$ cat src/rtl/fmsr_map.vh
// constants for the flash mode, security and reset control block
`ifndef FMSR_MAP_VH
`define FMSR_MAP_VH
// register offsets on the plain register port
`define FMSR_ADDR_CNFG     4'h0
`define FMSR_ADDR_STAT     4'h1
`define FMSR_ADDR_PROT     4'h2
`define FMSR_ADDR_SEC      4'h3
`define FMSR_ADDR_CTL      4'h4
`define FMSR_ADDR_KEY_BASE 4'h8
// configuration register fields
`define FMSR_CNFG_BEIE     7
`define FMSR_CNFG_COMPLETE_IRQ_ENABLE     6
`define FMSR_CNFG_KEY_ACCESS_BIT   5
`define FMSR_CNFG_DFIE     4
// status register fields
`define FMSR_STAT_BEIF     7
`define FMSR_STAT_COMMAND_COMPLETE_FLAG     6
`define FMSR_STAT_ACCESS_ERROR_FLAG   4
`define FMSR_STAT_DFIF     1
// protection register fields
`define FMSR_PROT_OPEN     7
// security register fields
`define FMSR_SEC_LO        0
`define FMSR_SEC_HI        1
`define FMSR_KEY_ENABLE_FIELD_LO      6
`define FMSR_KEY_ENABLE_FIELD_HI      7
// encodings
`define FMSR_SEC_UNSECURE  2'h2
`define FMSR_KEY_ENABLE_FIELD_ON      2'h2
`define FMSR_KEY_ZERO      16'h0000
`define FMSR_KEY_ONES      16'hffff
// reset values and double-fault fallbacks
`define FMSR_PROT_FAULT    8'h7f
`define FMSR_ALL_ONES      8'hff
`define FMSR_CNFG_RST      8'h00
`define FMSR_STAT_RST      8'hc0
`endif

$ cat src/rtl/fmsr_ctrl.v
// flash mode, security, reset load and interrupt control block
// Notes on behaviour
// - wait mode lets commands finish normally
// - buffer-empty and complete interrupts wake from wait
// - stop aborts command, cuts high voltage, flags
// - stop exit sets buffer-empty, drops queued command
// - debug mode may write protection; commands allowed
// - security taken from stored byte each reset
// - key access compares writes; reads invalid
// - four matching keys force unsecure code
// - illegal key sequence locks machine secured
// - lock stays until next reset
// - unlock leaves stored bytes and protection alone
// - no backdoor unlock via debug in special mode
// - debug unsecure bit overrides stored security
// - processor stalled while reset loads registers
// - protection fault clears open, sets others
// - control or security fault sets all bits
// - any reset-load fault sets access error
// - reset drives no abort; only stop entry aborts a command
// - three interrupts gated by enable and mask
// - stop entry during a command sets access error; any stop entry purges pending
`include "fmsr_map.vh"
`default_nettype none
module fmsr_ctrl #(
    parameter KEY_W = 16  // width of one backdoor key word
) (
    // clock, reset, enable
    input  wire        clock,
    input  wire        rst,
    input  wire        ce,
    // register port
    input  wire [3:0]  reg_addr,
    input  wire [7:0]  reg_wdata,
    input  wire        reg_wr,
    input  wire        reg_rd,
    output reg  [7:0]  reg_rdata,
    // mode inputs
    input  wire        wait_mode,
    input  wire        stop_mode,
    input  wire        background_debug_mode,
    input  wire        special_single_chip,
    input  wire        debug_unsecure_bit,
    input  wire        global_irq_mask,
    // reset-time load from array
    output reg         load_req,
    output reg  [1:0]  load_sel,
    input  wire        load_ack,
    input  wire [7:0]  load_data,
    input  wire        load_fault,
    // command engine
    input  wire        cmd_active,
    input  wire        cmd_queued,
    input  wire        cmd_done,
    input  wire        cmd_fault,
    output wire        cmd_abort,
    output wire        queue_purge,
    output wire        hv_enable,
    // backdoor key write and stored key
    input  wire        key_wr,
    input  wire [1:0]  key_index,
    input  wire [KEY_W-1:0] key_data,
    input  wire [KEY_W-1:0] key_stored,
    input  wire        key_from_debug,
    // outputs to the chip
    output wire        cpu_stall,
    output wire        read_invalid,
    output wire        chip_secure,
    output wire        irq_command,
    output wire        irq_fault
);
    // loader fills stored registers at reset
    // then port, flags and key machine run
    // ce low freezes all state, so a stopped
    // bus clock keeps a key sequence intact
    // mode pins arrive synchronous to clock
    // engine and array sit outside; only
    // abort, purge, pump and load request and select leave from here
    // keys heard only once security is in
    // loader order: prot, then ctl, then sec
    // no retries anywhere; faults fall back
    // load sequencer states
    localparam LD_PROT = 2'h0;
    localparam LD_CTL  = 2'h1;
    localparam LD_SEC  = 2'h2;
    localparam LD_DONE = 2'h3;
    // key machine states
    localparam KS_IDLE = 2'h0;
    localparam KS_RUN  = 2'h1;
    localparam KS_LOCK = 2'h2;
    localparam KS_OPEN = 2'h3;
    // idle waits for word zero, run counts
    // lock and open hold until rst; software
    // cannot leave either state

    // live copies; the array is never written,
    // so an unlock leaves the stored byte alone
    reg  [1:0] ld_q;         // reset load step
    reg  [7:0] prot_q;       // protection register
    reg  [7:0] ctl_q;        // nonvolatile control register
    reg  [7:0] sec_q;        // security register
    reg  [7:0] cnfg_q;       // configuration register
    reg        beif_q;       // buffer empty flag
    reg        command_complete_flag_q;       // command complete flag
    reg        access_error_flag_q;     // access error flag
    reg        dfif_q;       // double fault flag
    reg  [1:0] ks_q;         // key machine state
    reg  [2:0] kidx_q;       // next expected key index
    reg        kprev_q;      // key write on previous cycle
    reg        kbad_q;       // mismatch seen in this attempt
    reg        stop_q;       // stop level, previous cycle
    wire       stop_enter;   // stop rising edge
    wire       stop_exit;    // stop falling edge
    wire       key_access_bit;       // key access bit
    wire       key_ok;       // key enable field enabled
    wire       key_illegal;  // order, count, value or spacing fault
    wire [7:0] stat_w;       // status read value

    // decoded fields and stop edges
    // stop_q resets low like the idle pin,
    // so no false stop exit follows reset
    assign key_access_bit      = cnfg_q[`FMSR_CNFG_KEY_ACCESS_BIT];
    assign key_ok      = (sec_q[`FMSR_KEY_ENABLE_FIELD_HI:`FMSR_KEY_ENABLE_FIELD_LO] == `FMSR_KEY_ENABLE_FIELD_ON);
    assign stop_enter  = stop_mode & ~stop_q;
    assign stop_exit   = ~stop_mode & stop_q;
    assign stat_w      = {beif_q, command_complete_flag_q, 1'b0, access_error_flag_q, 2'b00, dfif_q, 1'b0};

    // stall cpu until all three registers are loaded
    // running early would expose a secured
    // part while sec still holds reset value
    assign cpu_stall   = (ld_q != LD_DONE);
    // abort on stop entry; wait mode leaves commands running
    // wait needs no term: engine keeps going,
    // so active and queued commands complete
    // abort pulses on the stop edge only
    assign cmd_abort   = stop_enter & cmd_active;
    assign queue_purge = stop_enter | stop_exit;
    // high voltage cut as soon as stop is seen
    // level, not edge: pump off all of stop
    // even if cmd_active drops late
    assign hv_enable   = cmd_active & ~stop_mode;
    // array reads are junk while key access is on and the key enable field is on
    // read path swaps in filler on this flag
    assign read_invalid = key_access_bit & key_ok;
    // debug unsecure overrides stored security
    // debug path beats byte and key machine;
    // sec_q zero in reset reads as secured
    assign chip_secure = ~debug_unsecure_bit &
        (sec_q[`FMSR_SEC_HI:`FMSR_SEC_LO] != `FMSR_SEC_UNSECURE);
    // interrupts, usable in wait mode to wake the core
    // no stored edge: request holds until
    // flag or enable is cleared
    assign irq_command = ~global_irq_mask &
        ((beif_q & cnfg_q[`FMSR_CNFG_BEIE]) | (command_complete_flag_q & cnfg_q[`FMSR_CNFG_COMPLETE_IRQ_ENABLE]));
    assign irq_fault   = ~global_irq_mask & dfif_q & cnfg_q[`FMSR_CNFG_DFIE];

    // kidx_q[2]: four words in, a fifth locks
    // kprev_q catches successive-clock writes,
    // even of correct words in order
    // a key write is illegal if out of order, too many, reserved value or back to back
    assign key_illegal = (kidx_q[2] | ({1'b0, key_index} != kidx_q) |
        (key_data == `FMSR_KEY_ZERO) | (key_data == `FMSR_KEY_ONES) | kprev_q);

    // load request mirrors sequencer step
    // select is the step code itself,
    // so no decode lag toward the array
    always @* begin
        load_req = (ld_q != LD_DONE);
        load_sel = ld_q;
    end

    // read data one cycle after the strobe
    // zero when no read, so stale data never
    // lingers on a shared read path
    always @(posedge clock or posedge rst) begin
        if (rst) begin
            reg_rdata <= 8'h00;
        end else if (ce) begin
            // idle cycles read as zero
            if (!reg_rd) begin
                reg_rdata <= 8'h00;
            end else if (reg_addr == `FMSR_ADDR_CNFG) begin
                reg_rdata <= cnfg_q;
            end else if (reg_addr == `FMSR_ADDR_STAT) begin
                reg_rdata <= stat_w;
            end else if (reg_addr == `FMSR_ADDR_PROT) begin
                reg_rdata <= prot_q;
            end else if (reg_addr == `FMSR_ADDR_SEC) begin
                reg_rdata <= sec_q;
            end else if (reg_addr == `FMSR_ADDR_CTL) begin
                reg_rdata <= ctl_q;
            end else begin
                reg_rdata <= 8'h00; // unmapped reads zero
            end
        end
    end

    // reset load sequencer and loaded registers
    // one ack per step; a slow array only
    // stretches the stall
    // a fault takes the safe fallback, so
    // the load always ends
    // afterwards owns the debug prot write
    // and the unlock forcing of sec
    always @(posedge clock or posedge rst) begin
        if (rst) begin
            ld_q   <= LD_PROT; // every reset restarts the load
            prot_q <= 8'h00;
            ctl_q  <= 8'h00;
            sec_q  <= 8'h00;
        end else if (ce) begin
            case (ld_q)
                // first step after every reset
                LD_PROT: begin
                    if (load_ack) begin
                        // fault: open bit clear, rest set
                        prot_q <= load_fault ? `FMSR_PROT_FAULT : load_data;
                        ld_q   <= LD_CTL;
                    end
                end
                LD_CTL: begin
                    if (load_ack) begin
                        // fault: every control bit set
                        ctl_q <= load_fault ? `FMSR_ALL_ONES : load_data;
                        ld_q  <= LD_SEC;
                    end
                end
                // last step; secured on fault
                LD_SEC: begin
                    if (load_ack) begin
                        // fault leaves chip secure, keys disabled
                        sec_q <= load_fault ? `FMSR_ALL_ONES : load_data;
                        ld_q  <= LD_DONE;
                    end
                end
                default: begin
                    // protection writable in debug mode only
                    // other writes dropped silently
                    if (reg_wr && reg_addr == `FMSR_ADDR_PROT && background_debug_mode) begin
                        prot_q <= reg_wdata;
                    end
                    // unlock forces only the live field, stored byte untouched
                    // a key write on this edge locks,
                    // so it must not open here either
                    if (ks_q == KS_RUN && !key_access_bit && !key_wr && kidx_q[2] && !kbad_q) begin
                        sec_q[`FMSR_SEC_HI:`FMSR_SEC_LO] <= `FMSR_SEC_UNSECURE;
                    end
                end
            endcase
        end
    end

    // configuration register, software written
    // unguarded; the key machine judges
    // whether a key access change was legal
    always @(posedge clock or posedge rst) begin
        if (rst) begin
            cnfg_q <= `FMSR_CNFG_RST;
        end else if (ce && reg_wr && reg_addr == `FMSR_ADDR_CNFG) begin
            cnfg_q <= reg_wdata;
        end
    end

    // status flags; hardware set wins over software clear
    // set terms stand below clear terms,
    // so the last assignment wins
    // beif_q drops while a command waits,
    // returns on stop exit with the purge
    // command_complete_flag_q follows the engine each cycle;
    // only the abort forces it high
    always @(posedge clock or posedge rst) begin
        if (rst) begin
            beif_q   <= 1'b1;
            command_complete_flag_q   <= 1'b1;
            access_error_flag_q <= 1'b0;
            dfif_q   <= 1'b0;
            stop_q   <= 1'b0;
        end else if (ce) begin
            // edge copy advances only when enabled
            stop_q <= stop_mode;
            // write one to clear
            // only access error and double fault
            if (reg_wr && reg_addr == `FMSR_ADDR_STAT) begin
                if (reg_wdata[`FMSR_STAT_ACCESS_ERROR_FLAG]) begin
                    access_error_flag_q <= 1'b0;
                end
                if (reg_wdata[`FMSR_STAT_DFIF]) begin
                    dfif_q <= 1'b0;
                end
            end
            // complete when idle or just finished
            command_complete_flag_q <= ~cmd_active | cmd_done;
            // double fault on an engine read
            if (cmd_fault) begin
                dfif_q   <= 1'b1;
                access_error_flag_q <= 1'b1;
            end
            // faulted reset-time read
            if (load_ack && load_fault && ld_q != LD_DONE) begin
                access_error_flag_q <= 1'b1;
            end
            if (cmd_abort) begin
                command_complete_flag_q   <= 1'b1;
                access_error_flag_q <= 1'b1;
            end
            // stop exit beats a queue entry
            if (stop_exit) begin
                beif_q <= 1'b1;
            end else if (cmd_queued) begin
                beif_q <= 1'b0;
            end
        end
    end

    // backdoor key state machine
    // compares gather in kbad_q, judged at
    // key access clear, so no early hint
    // key reads are plain data: a double
    // fault on them is ignored
    // writes before load done are ignored
    // since key enable is not known yet
    always @(posedge clock or posedge rst) begin
        if (rst) begin
            ks_q    <= KS_IDLE; // reset leaves lock
            kidx_q  <= 3'h0;
            kprev_q <= 1'b0;
            kbad_q  <= 1'b0;
        end else if (ce) begin
            // spacing judged while key access on
            kprev_q <= key_wr & key_access_bit;
            case (ks_q)
                // first word: index zero, legal
                KS_IDLE: begin
                    if (key_wr && key_access_bit && key_ok && ld_q == LD_DONE) begin
                        if ((key_from_debug && special_single_chip) || key_illegal) begin
                            ks_q <= KS_LOCK;
                        end else begin
                            ks_q   <= KS_RUN;
                            kidx_q <= 3'h1;
                            kbad_q <= (key_data != key_stored);
                        end
                    end
                end
                // later words: next index, spaced
                KS_RUN: begin
                    if (key_wr) begin
                        if (key_illegal || !key_access_bit ||
                            (key_from_debug && special_single_chip)) begin
                            ks_q <= KS_LOCK;
                        end else begin
                            kidx_q <= kidx_q + 3'h1;
                            kbad_q <= kbad_q | (key_data != key_stored);
                        end
                    end else if (!key_access_bit) begin
                        // dropped early or mismatch locks; full match opens
                        ks_q <= (kidx_q[2] && !kbad_q) ? KS_OPEN : KS_LOCK;
                    end
                end
                // dead end until rst
                KS_LOCK: begin
                    ks_q <= KS_LOCK;
                end
                default: begin
                    // open: unsecured until next reset
                    ks_q <= KS_OPEN;
                end
            endcase
        end
    end
endmodule // fmsr_ctrl
`default_nettype wire

$ cat config.mk
export PLATFORM = sky130hd
export DESIGN_NAME = fmsr_ctrl
export DESIGN_NICKNAME = d
export VERILOG_FILES = /design/src/rtl/fmsr_ctrl.v
export VERILOG_INCLUDE_DIRS = /design/src /design/src/rtl
export SDC_FILE = /design/constraint.sdc
export NUM_CORES = 1
export LEC_CHECK = 0
export ABC_AREA = 1
export BUFFER_PORTS_ARGS = -buffer_cell sky130_fd_sc_hd__buf_2
export CAP_MARGIN = 5
export CORE_MARGIN = 2
export CORE_UTILIZATION = 30
export DETAILED_ROUTE_END_ITERATION = 10
export MAX_ROUTING_LAYER = met4
export PLACE_DENSITY_LB_ADDON = 0.2
export REMOVE_ABC_BUFFERS = 1
export SLEW_MARGIN = 30
export SYNTH_ARGS = -nofsm -noshare
export SYNTH_HDL_FRONTEND = slang
export SYNTH_SLANG_ARGS = --single-unit
$ cat constraint.sdc
create_clock -name clock -period 3.35 [get_ports clock]
set_input_delay 0 -clock clock [delete_from_list [all_inputs] [get_ports clock]]
set_output_delay 0 -clock clock [all_outputs]
set_load 0.02 [all_outputs]
==> metrics, run 1 <==
CTS tree=yes; FF+latch count, synth=54; Setup TNS=0 ps; outcome=finished clean; maximum buffer depth of the clock tree=2; DR pass1 iterations=4; GRT overflow=0; Cell Pwr Density=524 nW/um2; area leader, netlist=dfrtp_1; Clk pin slew, worst setup/hold paths=100 ps; CTS Sinks=54; Worst Setup End Kind=flop; Setup violations, final=0; Nets=650; CP Max Fanout=16; relative slew slack=59.4%; final number of hold-violating endpoints=0; first-pass GRT wire length=14.4 mm; FMAX=506 MHz; Clock Latency Late Sink=310 ps; share of post-route cells with drive strength above 1=23.3%; largest net degree at the start of global routing=34; cell count after placement=683; Cell Count, Final, Fillers Out=707; Initial Util=30.8%; Die Wd=110 um; Global Route Usage Sum=15.7%; Cells after Synth=458; antenna-violating nets left=0; Worst Tran Pin Value=609 ps; area share of the largest cell type after synthesis=38.8%; Ports=92; fin crit share=59.0%; syn avg cell area=7.33 um2; Total Power=2210 uW; Layout area overhead=25.5%; dpl hpwl=6.79 mm; sequence of cells on the critical path=inv_1 -> ha_1 -> inv_2 -> o2111ai_4 -> nand2_1 -> o21ai_2; proportion of synthesized chip area in sequential cells=40.3%; Lkg Pwr=0.00224 uW; crit path max-delay cell type=o2111ai_4; Vias=3153; RSZ-0062 raised after global routing=false; clock root buffer=clkbuf_8; max incr delay on CP=570 ps; core area=10900 um2; Final WS setup=1370 ps; Max Clock Skew=7.84 ps; initial antenna violation count=0; Worst Setup Start Kind=flop; Max Transition Viols Final=0; Vias/cell=4.46; Die ar.=12100 um2; Max-Cap Viols=0; WHS=16.8 ps; CTS H-tree lvls=2; required time of the critical path=3590 ps; crit path kind=flop to flop; commonest non-fill, non-tap cells in the layout=151 x nand2_1, 90 x buf_2, 63 x inv_1; Hold/Removal Path Class=input pin to flop; dpl ws=1370 ps; post-CTS setup buffer count=0; I/O Buffers=90; fin crit period=1980 ps; most common cell after layout, fill and taps aside=nand2_1; top cells by area, synth=dfrtp_1 39%, nand2_1 17%, inv_1 7.2%; GPL Wtd Cong=0.774; diode count=0; peak supply drop=0.188 mV; vias in the first global route=2961; DR WL/cell=12.3 um; Syn Std Cell Area=3360 um2; DRT Wirelength=8.68 mm; # rows=38; DRT iter0 DRCs=149; critical path arrival=2220 ps; CTS Buf Count=5; library cells used by synthesis=36; Synth Warn #=0; DRC violations left=0; die height=110 um
==> power by group <==
group / switching, uW / internal, uW / leakage (uW)
Combinational: 519 / 320 / 0.00154
Clock: 236 / 152 / 0.0000447
Sequential: 126 / 855 / 0.000652
==> final cells by class <==
| type | count | area (um2) |
|---|---|---|
| well taps | 140 | 175 |
| clock buffers | 5 | 68.8 |
| clock inverters | 3 | 25.0 |
| fillers | 1173 | 6680 |
| inverters | 69 | 259 |
| repair buffers | 108 | 626 |
| flip-flops and latches | 54 | 1350 |
| multi-input cells | 328 | 1700 |
==> worst max-delay path, delay by kind of cell, from the launching register on <==
kind,cells,cell delay (ps)
simple gates,1,140
fa+ha+maj,1,350
compound gates,2,660
buf+inv,2,310
flops,1,440
==> logic make-up after synthesis <==
logic type | synth area share, %
AO/OA/AOI/OAI | 12.9
adder cells (fa/ha/maj) | 4.10
multiplexers | 2.35
XOR/XNOR | 3.39
AND/OR/NAND/NOR | 28.1
buffers and inverters | 8.91
flip-flops | 40.3
==> layer usage <==
metal | wire, um | global-route usage, %
met1 | 4220 | 21.1
met2 | 4010 | 25.1
met3 | 398 | 2.61
met4 | 52 | 3.16
met5 | 0 | -
==> through the flow <==
stage          instance area [um2]  util, %
2_1_floorplan                 3320        -
3_3_place_gp                  3960     36.3
3_5_place_dp                  3960     36.3
4_1_cts                       4210     38.7
5_1_grt                       4210     38.7
6_report                      4210     38.7
==> cells in the mapped netlist, drive strengths merged <==
cell type and number:
ha 11, xor2 2, inv 69, nor2 44
o21ai 47, nor4 1, a22o 1, o22ai 5
a21oi 8, o21a 1, or2 7, o211ai 1
buf 4, o311ai 1, nand4 8, dfstp 2
dfrtp 52, o2111ai 4, mux2 7, xnor2 11
a31oi 1, nand2 153, nand3 15, clkbuf 3
==> final timing paths <==
path,end,from,depth (start not counted),slack (ps)
max in group asynchronous,beif_q$_DFFE_PP1P_,rst,4,2280
max reg2reg,prot_q[5]$_DFFE_PP0P_,load_sel[1]$_DFFE_PP0P_,6,1370
min,sec_q[6]$_DFFE_PP0P_,load_data[6],4,20
min in group asynchronous,reg_rdata[7]$_DFFE_PP0P_,rst,3,240
min reg2reg,reg_rdata[6]$_DFFE_PP0P_,reg_rdata[6]$_DFFE_PP0P_,2,480
max,prot_q[5]$_DFFE_PP0P_,load_sel[1]$_DFFE_PP0P_,6,1370
==> state kept, by name, summed over array words and instances (netlist names) <==
signal,cells
cnfg_q,8
ctl_q,8
prot_q,8
reg_rdata,8
sec_q,8
kidx_q,3
ks_q,2
load_sel,2
access_error_flag_q,1
beif_q,1
command_complete_flag_q,1
dfif_q,1
kbad_q,1
kprev_q,1
stop_q,1
==> repair_timing <==
action | 4_1_cts | 5_1_grt
hold buffers | 16 | 0
hold endpoints to repair | 35 | 0
resized for setup | 0 | 0
No activity file was read; power rests on OpenSTA's default activity.
==> run 2, diff against run 1 <==
==> constraint.sdc (replaced) <==
create_clock -name clock -period 2 [get_ports clock]
set_input_delay 0 -clock clock [delete_from_list [all_inputs] [get_ports clock]]
set_output_delay 0 -clock clock [all_outputs]
set_load 0.02 [all_outputs]
==> run 2 against run 1 <==
  * Cell count is 0.57% higher
  * Core utilization up 0.41 points
  * Critical path depth grew 2
  * Via count increased by 1.8%
  * Combinational power is 75% higher
  * Wire length rose by 4.1%
  * Hold slack got worse by 17 ps
  * Global-route usage up 0.76 points
  * Critical path type unchanged
  * Critical endpoint is now kbad_q$_DFFE_PP0P_
==> metrics, run 2 (synthesis gave the netlist of run 1 again) <==
Global Route Usage Sum=16.5%; CP Depth=8; CP Buf/Inv Count=0; dpl hpwl=7.02 mm; Lkg Pwr=0.00227 uW; post_cts resized=0; share of post-route cells with drive strength above 1=24.0%; Clock Latency Late Sink=320 ps; DRC violations left=0; Vias/cell=4.51; CP endpoint=kbad_q$_DFFE_PP0P_; antenna-violating nets left=0; CTS Sinks=54; multi-input logic area=1700 um2; FMAX=603 MHz; diode count=0; fillers=1167; Cell Pwr Density=891 nW/um2; final number of hold-violating endpoints=0; Initial Util=30.8%; Worst Tran Pin Value=727 ps; crit path kind=flop to flop; first-pass GRT wire length=15.0 mm; met1 GRT Util=21.8%; Max Clock Skew=15.3 ps; initial antenna violation count=0; Top Family by Delay on Critical Path=simple AND/OR/NAND/NOR gates; RR Startpoint=load_sel[0]$_DFFE_PP0P_; RSZ-0062 raised after global routing=false; fin crit share=82.9%; max incr delay on CP=450 ps; Setup violations, final=0; GRT met3 Usage=1.84%; CTS H-tree lvls=2; Vias=3209; Die ar.=12100 um2; # rows=38; DRT iter0 DRCs=173; clock root buffer=clkbuf_8; CTS tree=yes; GRT overflow=0; GPL Wtd Cong=0.788; Most Frequent Cell on Critical Path=nand2_1; maximum buffer depth of the clock tree=2; DR WL/cell=12.7 um; largest net degree at the start of global routing=55; most common cell after layout, fill and taps aside=nand2_1; sequence of cells on the critical path=ha_1 -> nand3_1 -> o21ai_1 -> nand3_1 -> a21oi_2 -> nand2_1 -> nand2_1 -> nand2_1; Worst Setup Start Kind=flop; Hold/Removal Path Class=input pin to flop; WHS=0.173 ps; commonest non-fill, non-tap cells in the layout=151 x nand2_1, 90 x buf_2, 63 x inv_1; Worst Setup End Kind=flop; Reg area=1350 um2; hold depth=3; peak supply drop=0.377 mV; vias in the first global route=3139; Setup TNS=0 ps; worst setup path startpoint=load_sel[0]$_DFFE_PP0P_; Reg2Reg Setup Slack=340 ps; Critical R2R Capture=kbad_q$_DFFE_PP0P_; Layout area overhead=26.8%; Max Transition Viols Final=0; GRT busiest layer=met2; global-route met2 utilization=27.4%; critical path arrival=1880 ps; crit path max-delay cell type=dfrtp_1; relative slew slack=51.5%; Die Wd=110 um; DRT Wirelength=9.04 mm; I/O Buffers=90; Max-Cap Viols=0; CTS Buf Count=5; Clk pin slew, worst setup/hold paths=110 ps; outcome=finished clean; fin crit period=1660 ps; DR pass1 iterations=5; required time of the critical path=2220 ps; CP Max Fanout=6; die height=110 um; core area=10900 um2; Register-to-Register Path Depth=8; Nets=654; Ports=92
-- run 2: changes by cell type in the layout (fill, tap and decap cells not counted) --
cell,delta
buf_4,+4
clkbuf_8,+1
dlygate4sd3_1,-1
clkinv_4,-1
buf_12,+1
-- run 2: worst min path at each step --
stage / startpoint / to
4_1_cts: reg_wdata[7] / cnfg_q[7]$_DFFE_PP0P_
6_report: reg_wdata[7] / cnfg_q[7]$_DFFE_PP0P_
3_3_place_gp: reg_wdata[0] / cnfg_q[0]$_DFFE_PP0P_
2_1_floorplan: global_irq_mask / irq_command
3_5_place_dp: reg_wdata[0] / cnfg_q[0]$_DFFE_PP0P_
5_1_grt: reg_wdata[7] / cnfg_q[7]$_DFFE_PP0P_
-- run 2: area by class of cell --
cell class                      count  share of cell area [%]
Clock buffer                        6                    1.94
Clock inverter                      2                   0.382
Inverter                           69                    6.08
Multi-Input combinational cell    328                    40.0
Sequential cell                    54                    31.8
Tap cell                          140                    4.12
Timing Repair Buffer              112                    15.6
-- run 2: stage by stage --
step,utilization (%),total power [uW],cells,setup WS [ps],cell area (um2)
5_1_grt,39.1,4130,711,79.9,4260
2_1_floorplan,-,2610,451,259,3320
6_report,39.1,3790,711,343,4260
3_5_place_dp,36.8,3130,688,348,4010
3_3_place_gp,36.8,3080,688,408,4010
4_1_cts,39.1,3830,711,317,4260
-- run 2: routing by layer --
layer	share of wire [%]	wire length [um]	vias up
met5	0	0	-
met4	0.85	77	0
met3	4.2	381	6
met2	48	4340	73
met1	47	4240	1463
li1	-	-	1667
-- run 2: worst min-delay path, stage by stage --
cell and delay [ps]:
buf_2 70, inv_1 60, o21ai_1 140
-- run 2: timing repair --
item | CTS | global route
hold buffers | 15 | 0
hold endpoints to repair | 66 | 0
setup buffers | 0 | 0
-- run 2: where the power goes --
part	total [uW]	internal, uW	leakage, uW	switching [uW]
combinational	1470	573	0.00157	894
sequential	1640	1430	0.000652	209
clock	683	286	0.0000478	397
total	3790	2290	0.00227	1500
==> run 3, diff against run 2 <==
==> constraint.sdc (replaced) <==
create_clock -name clock -period 1.4 [get_ports clock]
set_input_delay 0 -clock clock [delete_from_list [all_inputs] [get_ports clock]]
set_output_delay 0 -clock clock [all_outputs]
set_load 0.02 [all_outputs]
==> run 3 against run 2 <==
  * The run now ends with setup timing left
  * Worst setup slack got worse by 380 ps
  * Sequential power increased by 43%
  * Critical path depth did not move
  * Combinational power grew 99%
  * Sequential cell count unchanged
  * First-iteration DRC count shrank 8.7%
  * Sequential share of layout area fell by 2.8 points
  * Largest cell class unchanged
==> metrics, run 3 (synthesis gave the netlist of run 1 again) <==
outcome=finished, violations left; failing checks=setup timing; most common cell after layout, fill and taps aside=nand2_1; commonest non-fill, non-tap cells in the layout=146 x nand2_1, 90 x buf_2, 54 x inv_1; DRT iter0 DRCs=158; CTS Sinks=54; critical path arrival=1680 ps; Global Route Usage Sum=16.8%; required time of the critical path=1650 ps; antenna-violating nets left=0; Max Transition Viols Final=0; Hold/Removal Path Class=input pin to flop; Die ar.=12100 um2; Layout area overhead=39.2%; hold_sp=reg_wdata[4]; fillers=1139; Worst Setup Start Kind=flop; maximum buffer depth of the clock tree=2; Max Clock Skew=9.65 ps; first-pass GRT wire length=15.5 mm; Critical R2R Capture=kidx_q[1]$_DFFE_PP0P_; crit path max-delay cell type=dfrtp_1; Area after DPL=4190 um2; Setup violations, final=12; WHS=10.8 ps; CTS Buf Count=5; RR Startpoint=load_sel[0]$_DFFE_PP0P_; Worst Setup End Kind=flop; Final WS setup=-35.1 ps; Worst Tran Pin Value=297 ps; final number of hold-violating endpoints=0; crit path kind=flop to flop; sequence of cells on the critical path=ha_2 -> nand3_2 -> o21ai_2 -> nand3_1 -> a21oi_2 -> buf_4 -> nand3_1 -> nand2_1; FMAX=697 MHz; Vias=3331; Nets=681; vias in the first global route=3351; share of post-route cells with drive strength above 1=33.7%; Ports=92; hold depth=3; core area=10900 um2; CTS H-tree lvls=2; Most Frequent Cell on Critical Path=nand3_1; Lkg Pwr=0.00244 uW; RSZ-0062 raised after global routing=true; CP Depth=8; dpl hpwl=7.30 mm; CP Buf/Inv Count=1; Hold Path End=cnfg_q[4]$_DFFE_PP0P_; Reg area=1360 um2; relative slew slack=80.0%; Max-Cap Viols=0; die height=110 um; I/O Buffers=90; clock root buffer=clkbuf_8; fin crit share=103%; largest net degree at the start of global routing=55; DR WL/cell=12.8 um; CTS tree=yes; Reg2Reg Setup Slack=-40 ps; GRT overflow=0; multi-input logic area=1850 um2; Top Family by Delay on Critical Path=flip-flops; GPL Wtd Cong=0.826; CP Max Fanout=4; max incr delay on CP=430 ps; diode count=0; Final Util=42.9%; peak supply drop=0.674 mV; DRC violations left=0; Vias/cell=4.52; Clk pin slew, worst setup/hold paths=100 ps; Cell Pwr Density=1350 nW/um2; Initial Util=30.8%; # rows=38; Die Wd=110 um; fin crit period=1440 ps; Clock Latency Late Sink=310 ps; Total Power=6310 uW; initial antenna violation count=0; Register-to-Register Path Depth=8; DRT Wirelength=9.40 mm; DR pass1 iterations=4; fin area=4670 um2
[run 3: how the worst max path moves through the flow]
stage / start / to
2_1_floorplan: load_sel[1]$_DFFE_PP0P_ / ctl_q[6]$_DFFE_PP0P_
3_3_place_gp: kprev_q$_DFFE_PP0P_ / ks_q[0]$_DFFE_PP0P_
3_5_place_dp: load_sel[1]$_DFFE_PP0P_ / ctl_q[6]$_DFFE_PP0P_
4_1_cts: load_sel[1]$_DFFE_PP0P_ / kidx_q[1]$_DFFE_PP0P_
5_1_grt: load_sel[0]$_DFFE_PP0P_ / kbad_q$_DFFE_PP0P_
6_report: load_sel[0]$_DFFE_PP0P_ / kidx_q[1]$_DFFE_PP0P_
[run 3: area by class of cell]
type	instances	share of cell area (%)
tap	140	3.75
sequential	54	29.0
timing repair buffer	139	19.7
inverter	69	5.75
multi-input combinational	328	39.5
clock buffer	5	1.47
clock inverter	2	0.830
[run 3: where the power goes]
part / internal (uW) / switching [uW]
logic: 1360 / 1560
registers: 2050 / 289
clock network: 527 / 522
[run 3: worst min-delay path, cell delays in order]
cell	delay (ps)
buf_2	80
inv_1	60
o21ai_1	140
[run 3: metrics by stage]
stage	setup slack (ps)	std cells	setup TNS (ps)
after floorplan	-341	451	-5450
after CTS	-36.7	732	-256
final	-35.1	737	-268
after detailed placement	-93.6	711	-1430
after global routing	-171	737	-1990
after global placement	-70.7	711	-350
[run 3: repair_timing]
action                                  in CTS  in global routing
endpoints found under the hold margin       65                  0
gates resized for setup                     32                 24
gates cloned                                 0                  1
pin swaps                                    5                  7
buffers inserted                             1                  4
hold buffers                                14                  0
endpoints found under the setup margin      32                 26
[run 3: layer usage]
layer	wire length, um	share of wire [%]	global-route usage, %
met1	4410	47	21.4
met2	4510	48	28.0
met3	383	4.1	2.61
met4	98	1.0	3.98
met5	0	0	-
